<file path="src/rtl/frut_defs.svh">
// Notes on behaviour
// RQ1: 12-bit counter advances once per microsecond tick
// RQ2: low byte read latches upper four bits
// RQ3: upper read returns holding register, not counter
// RQ4: two interrupt sources, 128 us and 1.024 ms
// RQ5: requests on rising bit 6/bit 9, if enabled
// RQ6: firmware times events by subtracting two readings
// RQ7: low eight bits readable at address 0x24
// RQ8: latched upper four bits readable at 0x25
// RQ9: counter wraps to zero; reset clears it
`ifndef FRUT_DEFS_SVH
`define FRUT_DEFS_SVH
`define FRUT_ADDR_LOW      8'h24
`define FRUT_ADDR_HIGH     8'h25
`define FRUT_CNT_RESET     12'h000
`define FRUT_HOLD_RESET    4'h0
`define FRUT_SHORT_BIT     6
`define FRUT_LONG_BIT      9
`define FRUT_CLK_HZ        50000000
`define FRUT_TICK_HZ       1000000
`define FRUT_TICK_DIV      (`FRUT_CLK_HZ / `FRUT_TICK_HZ)
`endif

</file>
<file path="src/rtl/frut_pkg.sv">
package frut_pkg;
    typedef struct packed {
        logic       rd;
        logic [7:0] addr;
    } frut_rd_req_type;

    typedef struct packed {
        logic       valid;
        logic [7:0] data;
    } frut_rd_rsp_type;
endpackage : frut_pkg

</file>
<file path="src/rtl/frut_timer.sv">
`timescale 1ns/1ps
`include "frut_defs.svh"
module frut_timer #(
    parameter int TICK_DIV = `FRUT_TICK_DIV,
    parameter int CNT_W    = 12
) (
    input  wire logic                     ref_clk_i,
    input  wire logic                     reset_n_i,
    input  wire frut_pkg::frut_rd_req_type rd_req_i,
    output frut_pkg::frut_rd_rsp_type      rd_rsp_o,
    input  wire logic                     short_irq_en_i,
    input  wire logic                     long_irq_en_i,
    output logic                          short_irq_o,
    output logic                          long_irq_o
);
    import frut_pkg::*;

    // upper counter bits that the holding register keeps
    localparam int               HI_W      = CNT_W - 8;
    localparam int               SHORT_BIT = `FRUT_SHORT_BIT;
    localparam int               LONG_BIT  = `FRUT_LONG_BIT;
    localparam logic [CNT_W-1:0] CNT_RST   = CNT_W'(`FRUT_CNT_RESET);
    localparam logic [HI_W-1:0]  HOLD_RST  = HI_W'(`FRUT_HOLD_RESET);

    // true when a read strobe addresses the given register
    function automatic logic addr_hit(
        input frut_rd_req_type req,
        input logic [7:0]      addr
    );
        logic match;
        match = req.rd && (req.addr == addr);
        return match;
    endfunction : addr_hit

    // level is high now and was low at the previous sample
    function automatic logic rose(
        input logic now_level,
        input logic last_level
    );
        return now_level && !last_level;
    endfunction : rose

    // data for the addressed register, zero when nothing is read
    function automatic logic [7:0] read_mux(
        input logic             sel_low,
        input logic             sel_high,
        input logic [CNT_W-1:0] count,
        input logic [HI_W-1:0]  held
    );
        logic [7:0] data;
        data = 8'h00;
        case ({sel_low, sel_high})
            2'b10: begin
                data = count[7:0];
            end
            2'b01: begin
                data = 8'(held);
            end
            default: begin
                data = 8'h00;
            end
        endcase
        return data;
    endfunction : read_mux

    // tick and counter
    logic             tick;
    logic [CNT_W-1:0] cnt_q;
    logic [CNT_W-1:0] cnt_d;
    logic [CNT_W-1:0] cnt_inc;
    logic             cnt_max;

    // read decode and holding register
    logic             rd_low;
    logic             rd_high;
    logic [HI_W-1:0]  cnt_hi;
    logic [HI_W-1:0]  hold_q;
    logic [HI_W-1:0]  hold_d;

    // read response
    logic             rsp_valid_q;
    logic             rsp_valid_d;
    logic [7:0]       rsp_data_q;
    logic [7:0]       rsp_data_d;

    // short period request
    logic             short_lvl;
    logic             short_q;
    logic             short_d;
    logic             short_rise;
    logic             short_irq_q;
    logic             short_irq_d;

    // long period request
    logic             long_lvl;
    logic             long_q;
    logic             long_d;
    logic             long_rise;
    logic             long_irq_q;
    logic             long_irq_d;

    // divides the clock down to the one microsecond tick;
    // a parameter so that simulation may shorten it
    frut_tick_gen #(.DIV(TICK_DIV)) u_tick (
        .ref_clk_i (ref_clk_i),
        .reset_n_i (reset_n_i),
        .tick_o    (tick)
    );

    // free running count of microseconds since reset;
    // all ones steps back to zero so differences stay valid across a wrap
    assign cnt_max = (cnt_q == '1);
    assign cnt_inc = cnt_max ? CNT_W'(0) : cnt_q + CNT_W'(1); // see RQ9
    assign cnt_d   = tick ? cnt_inc : cnt_q;                  // see RQ1

    // one decode per register address
    assign rd_low  = addr_hit(rd_req_i, `FRUT_ADDR_LOW);  // see RQ7
    assign rd_high = addr_hit(rd_req_i, `FRUT_ADDR_HIGH); // see RQ8

    // a low read latches the upper bits as they stand in that cycle,
    // so a carry that follows cannot split the two halves
    assign cnt_hi = cnt_q[CNT_W-1:8];
    assign hold_d = rd_low ? cnt_hi : hold_q; // see RQ2

    // high read returns latched bits, never the live counter;
    // any other address leaves the response at zero
    assign rsp_valid_d = rd_low || rd_high;
    assign rsp_data_d  = read_mux(rd_low, rd_high, cnt_q, hold_q); // see RQ3

    // edge detectors compare each bit with its value one cycle earlier
    assign short_lvl  = cnt_q[SHORT_BIT];
    assign short_d    = short_lvl;
    assign short_rise = rose(short_lvl, short_q); // see RQ4
    assign long_lvl   = cnt_q[LONG_BIT];
    assign long_d     = long_lvl;
    assign long_rise  = rose(long_lvl, long_q);   // see RQ4

    // requests are one-cycle pulses, raised only while enabled;
    // latching them until serviced is left to the interrupt controller
    assign short_irq_d = short_rise && short_irq_en_i; // see RQ5
    assign long_irq_d  = long_rise && long_irq_en_i;   // see RQ5

    // registers, one block each so every reset value sits by its register

    // counter advances on each tick
    always_ff @(posedge ref_clk_i or negedge reset_n_i) begin
        if (!reset_n_i) begin
            cnt_q <= CNT_RST;
        end else begin
            cnt_q <= cnt_d;
        end
    end

    // holding register for the upper bits
    always_ff @(posedge ref_clk_i or negedge reset_n_i) begin
        if (!reset_n_i) begin
            hold_q <= HOLD_RST;
        end else begin
            hold_q <= hold_d;
        end
    end

    // response valid stands one cycle
    always_ff @(posedge ref_clk_i or negedge reset_n_i) begin
        if (!reset_n_i) begin
            rsp_valid_q <= 1'b0;
        end else begin
            rsp_valid_q <= rsp_valid_d;
        end
    end

    // response data, zero between reads
    always_ff @(posedge ref_clk_i or negedge reset_n_i) begin
        if (!reset_n_i) begin
            rsp_data_q <= 8'h00;
        end else begin
            rsp_data_q <= rsp_data_d;
        end
    end

    // previous value of the short period bit
    always_ff @(posedge ref_clk_i or negedge reset_n_i) begin
        if (!reset_n_i) begin
            short_q <= 1'b0;
        end else begin
            short_q <= short_d;
        end
    end

    // previous value of the long period bit
    always_ff @(posedge ref_clk_i or negedge reset_n_i) begin
        if (!reset_n_i) begin
            long_q <= 1'b0;
        end else begin
            long_q <= long_d;
        end
    end

    // short period request pulse
    always_ff @(posedge ref_clk_i or negedge reset_n_i) begin
        if (!reset_n_i) begin
            short_irq_q <= 1'b0;
        end else begin
            short_irq_q <= short_irq_d;
        end
    end

    // long period request pulse
    always_ff @(posedge ref_clk_i or negedge reset_n_i) begin
        if (!reset_n_i) begin
            long_irq_q <= 1'b0;
        end else begin
            long_irq_q <= long_irq_d;
        end
    end

    // outputs come straight from flip-flops
    assign rd_rsp_o    = '{valid: rsp_valid_q, data: rsp_data_q};
    assign short_irq_o = short_irq_q;
    assign long_irq_o  = long_irq_q;
endmodule : frut_timer

</file>
<file path="src/rtl/frut_tick_gen.sv">
`timescale 1ns/1ps
`include "frut_defs.svh"
module frut_tick_gen #(
    parameter int DIV = `FRUT_TICK_DIV
) (
    input  wire logic ref_clk_i,
    input  wire logic reset_n_i,
    output logic      tick_o
);
    localparam int W = (DIV > 1) ? $clog2(DIV) : 1;
    localparam logic [W-1:0] LAST = W'(DIV - 1);

    logic [W-1:0] div_q;
    logic [W-1:0] div_d;
    logic         wrap;

    assign wrap   = (div_q == LAST);
    assign div_d  = wrap ? '0 : div_q + W'(1);
    assign tick_o = wrap;

    always_ff @(posedge ref_clk_i or negedge reset_n_i) begin
        if (!reset_n_i) div_q <= '0;
        else            div_q <= div_d;
    end
endmodule : frut_tick_gen

</file>
<file path="config.mk">
export PLATFORM = sky130hd
export DESIGN_NAME = frut_timer
export DESIGN_NICKNAME = d
export VERILOG_FILES = /design/src/rtl/frut_pkg.sv /design/src/rtl/frut_timer.sv /design/src/rtl/frut_tick_gen.sv
export VERILOG_INCLUDE_DIRS = /design/src /design/src/rtl
export SDC_FILE = /design/constraint.sdc
export NUM_CORES = 1
export LEC_CHECK = 0
export BUFFER_PORTS_ARGS = -buffer_cell sky130_fd_sc_hd__buf_4
export CAP_MARGIN = 15
export CORE_ASPECT_RATIO = 1.2
export CORE_UTILIZATION = 54
export DETAILED_ROUTE_END_ITERATION = 16
export PLACE_DENSITY = 0.87
export SLEW_MARGIN = 40
export SYNTH_ARGS = -nofsm -noshare
export SYNTH_HDL_FRONTEND = slang
export SYNTH_HIERARCHICAL = 1
export SYNTH_SLANG_ARGS = --single-unit
</file>
<file path="constraint.sdc">
create_clock -name ref_clk_i -period 2.7 [get_ports ref_clk_i]
set_clock_uncertainty 0.1 [all_clocks]
set_input_delay 0.27 -clock ref_clk_i [delete_from_list [all_inputs] [get_ports ref_clk_i]]
set_output_delay 0.27 -clock ref_clk_i [all_outputs]
set_load 0.05 [all_outputs]
</file>
### Word-level counts from Yosys, hierarchy flattened

Cells that the tools add are included.

| operators by class | value |
|---|---|
| add/subtract/negate cells | 2 |
| equality and inequality tests | 6 |
| muxes and demuxes | 3 |
| reduce and logical (&&, ||, !) cells | 9 |

Operator list:

| operator | count |
|---|---|
| $eq 8x6->1 const B | 2 |
| $pmux 8 s2 | 1 |
| $add 12x1->12 const B | 1 |
| $eq 12x12->1 const B | 1 |
| $mux 12 | 1 |
| $add 6x1->6 const B | 1 |
| $eq 6x6->1 const B | 1 |
| $logic_and 1x1->1 | 6 |
| $mux 6 | 1 |
| $eq 2x1->1 const B | 1 |
| $eq 2x2->1 const B | 1 |
| $logic_not 1->1 | 2 |
| $logic_or 1x1->1 | 1 |

| word-level totals | value |
|---|---|
| flip-flop bits (word level) | 35 |
| output and inout port bits | 11 |
| logic and storage cells | 29 |

### Longest topological paths before layout

| depth | value |
|---|---|
| depth in word-level cells | 4 |
| depth in mapped cells | 9 |
| gate-level depth less buffers | 7 |

### Cells and area by module

Netlist, hierarchy kept.

Modules (own cells, without submodules):

| module | times used | cells an instance | area each (sq um) | sequential area each (sq um) |
|---|---|---|---|---|
| frut_timer | 1 | 110 | 1326.3 | 725.7 |
| frut_tick_gen | 1 | 26 | 285.3 | 150.1 |

### Worst setup path after synthesis

OpenSTA, ideal clock, no wires.

| path | value |
|---|---|
| path type | register -> register |
| from | reg u_tick.div_q[1] |
| to | reg cnt_q[11] |
| setup time | 118 ps |
| arrival | 1769 ps |
| required time | 2482 ps |
| slack | 713 ps |
| cell stages (with the launch flop) | 10 |
| path buffers | 2 |
| cell sequence | dfrtp_1 > inv_1 > ha_1 > nor2b_1 > and4b_1 > clkbuf_2 > buf_2 > nand4_4 > a211o_1 > a21o_1 |

| on the way | value |
|---|---|
| word-level cells in the longest chain between the ends | 1 |

RTL lines:

| item | line | RTL |
|---|---|---|
| start, declared | frut_tick_gen.sv:13 | `logic [W-1:0] div_q;` |
| start signal, assigned | frut_tick_gen.sv:23 | `else div_q <= div_d;` |
| $eq 6x6->1 | frut_tick_gen.sv:17 | `assign wrap = (div_q == LAST);` |
| named net tick | frut_timer.sv:67 | `logic tick;` |
| end signal, assigned | frut_timer.sv:150 | `cnt_q <= cnt_d;` |
| end, declared | frut_timer.sv:68 | `logic [CNT_W-1:0] cnt_q;` |

The timed path passes the listed nets, and every way through them passes these cells.
A chain may end at the register's enable or synchronous reset.

### Worst setup path after layout

| path | value |
|---|---|
| from | reg u_tick.div_q[1] |
| to | reg cnt_q[5] |

Same word-level chain as after synthesis.

==> metrics <==
largest net degree at the start of global routing 36; Filler cells 198; Reg clk slew, reported paths 0.11 ns; post-cts hold buffer count 1; Synth Cell Area 0.001612 mm²; Layout Nets 182; Reg area 875.8 µm²; ys async rst share 1.000; Max Cap Violations 0; M1 GR Usage 0.2182; leakage 0.9268 nW; switching part of the total 0.2118; switching power 185.3 µW; Yosys warning total 6; vias in the first global route 1,120; pre-CTS setup slack about 0.53 ns; final core occ 0.6711; Via Count 1,110; CTS Buf Count 5; met2 GRT Util 0.3791; initial antenna violation count 0; FMAX 459.2 MHz; Iteration-0 DRC Markers 20; Combinational Power Share 0.030; number of distinct library cells after synthesis 39; setup TNS 0 ns; die height 61.85 µm; sequential area share after synthesis 0.5435; endpoints failing setup 0; Root Buffer clkbuf_4; pwr dens 463.6 mW/mm²; Crit Path Class reg -> reg; EDFF count, synth 0; Final Hold Viols 0; Clock Sinks 35; Post-Syn Area per Cell 11.85 µm²; met3 usage 0.05596; Flop pwr share 0.599; outcome completed; Max Transition Viols Final 0; buffers added on ports 23; Core Region 0.002811 mm²; Setup crit end kind flip-flop; Worst Max-Slew Pin Slew roughly 0.47 ns; critical path required time roughly 2.9 ns; Post-CTS Resized 0; post-CTS setup repair buffer count 0; WL final about 2800 µm; # DRC 0; Clock power frac 0.371; first-pass GRT wire length 4726 µm; worst-case clock buffer depth 2; ANT nets after route 0; ys flop type dfrtp_1; die area 0.003208 mm²; final worst slack 0.5225 ns; Clock Latency Late Sink 0.34 ns; drt pass-1 iters 4; startpoint types flip-flop; all-layer global routing usage 0.2111; Tcrit/Tclk final 0.8065; post-DP HPWL about 2100 µm; Synth Register Bits 35; Synth Net Count 155; die width between 50 and 60 µm; CTS tree built; # diodes 0; multi-input logic area 683.2 µm²; global route hottest layer met2; worst hold path type in -> reg; H-tree Lvls 2; Vias/cell around 5.6; Initial Util 0.5732; Congestion Overflow GR 0; peak supply drop 0.4674 mV; Slew Limit Headroom 0.6870; arrival time at the worst endpoint 2.33 ns; cells after synthesis roughly 140; RSZ-0062 raised after global routing false; CP Max Fanout 13; row count 21; ratio of cells with drive above 1 in the final layout 0.2561; GP Congestion 0.8197; routed length per instance 14.23 µm; internal power slightly below 700 µW; fin crit period around 2.2 ns; Layout area overhead 17.08%; io pins 24
cells in the final DEF (no fill, tap or decap), types with 3 or more instances in the layout:
cell type	n
a22oi_1	5
o21ai_0	4
nand3_1	4
mux2_1	4
nand4_1	4
inv_1	7
nand2_1	7
a21oi_1	3
and2_1	4
clkbuf_4	5
nor2_1	6
dfrtp_1	35
nor2b_1	6
buf_4	23
ha_1	6
xnor2_1	7
metrics by stage:
stage	hold slack, ns	std cells	total power [mW]	cell area (µm²)
after floorplan	-0.1256	136	0.5369	1612
after CTS	0.07104	198	0.8826	1887
after detailed placement	0.1392	189	0.5603	1804
final	0.07919	198	0.8748	1887
after global placement	0.1334	189	0.5593	1804
after global routing	0.06872	198	0.9050	1887
power by group through the flow:
stage                     Clock (mW)  Sequential (mW)  Combinational (mW)
final                          0.324            0.524              0.0264
after global routing           0.351            0.524              0.0299
after CTS                      0.331            0.524              0.0272
after detailed placement           0            0.534              0.0261
after global placement             0            0.534              0.0251
after floorplan                    0            0.534             0.00254
path summary, 6_finish.rpt:
path	from	depth (start not counted)	to	slack (ns)
max	u_tick/div_q[1]	7	cnt_q[5]	0.52
max in group asynchronous	reset_n_i	2	cnt_q[0]	1.89
max reg2reg	u_tick/div_q[1]	7	cnt_q[5]	0.52
min	short_irq_en_i	2	short_irq_o	0.08
min reg2reg	hold_q[3]	1	hold_q[3]	0.41
min in group asynchronous	reset_n_i	2	long_irq_o	0.30
kinds of logic after synthesis:
family / count (synthesis) / synth area share
buffers and inverters: 12 / 0.03261
flip-flops: 35 / 0.5435
XOR/XNOR: 9 / 0.04892
AND/OR/NAND/NOR: 52 / 0.2275
multiplexers: 4 / 0.02795
adder cells (fa/ha/maj): 6 / 0.04658
AO/OA/AOI/OAI: 18 / 0.07299
synthesized netlist by cell type (2+ instances only):
cell,number,share of area
ha_1,6,0.047
inv_1,7,0.016
o21ai_0,4,0.012
mux2_1,4,0.028
nand2_1,7,0.016
a211o_1,2,0.011
nand4_4,2,0.026
a22oi_1,5,0.023
clkbuf_2,2,0.0062
nor2_1,6,0.014
and2_1,4,0.016
a21oi_1,3,0.0093
xnor2_1,7,0.038
nand4_1,4,0.016
nor4_2,2,0.016
nor2b_1,6,0.023
nor3_1,2,0.0062
nand2b_1,2,0.0078
dfrtp_1,35,0.54
nand3_1,4,0.012
xor2_1,2,0.011
and3b_1,2,0.011
nand3_2,2,0.012
flip-flops by register name, summed over array words and instances (netlist names):
signal and flops:
cnt_q 12, rsp_data_q 8, u_tick/div_q 6, hold_q 4, long_irq_o 1, long_q 1
rsp_valid_q 1, short_irq_o 1, short_q 1
critical path, cell delays in order, from the launching register on:
cell,delay [ns]
dfrtp_1,0.43
inv_1,0.08
ha_1,0.14
nor2b_1,0.15
and4b_1,0.51
nand4_4,0.18
or3_1,0.34
a22oi_1,0.17
layer usage:
layer / vias up / wire [µm]
met5: - / 0
li1: 531 / -
met2: 18 / 1594
met3: 9 / 83
met4: 0 / 76
met1: 552 / 1063
area by class of cell:
| class | count | area share |
|---|---|---|
| multi-input combinational | 89 | 0.3621 |
| timing repair buffer | 24 | 0.09682 |
| inverter | 8 | 0.01592 |
| clock inverter | 1 | 0.003979 |
| clock buffer | 7 | 0.03448 |
| sequential | 35 | 0.4642 |
| tap | 34 | 0.02255 |
(Power assumes the default switching activity.)
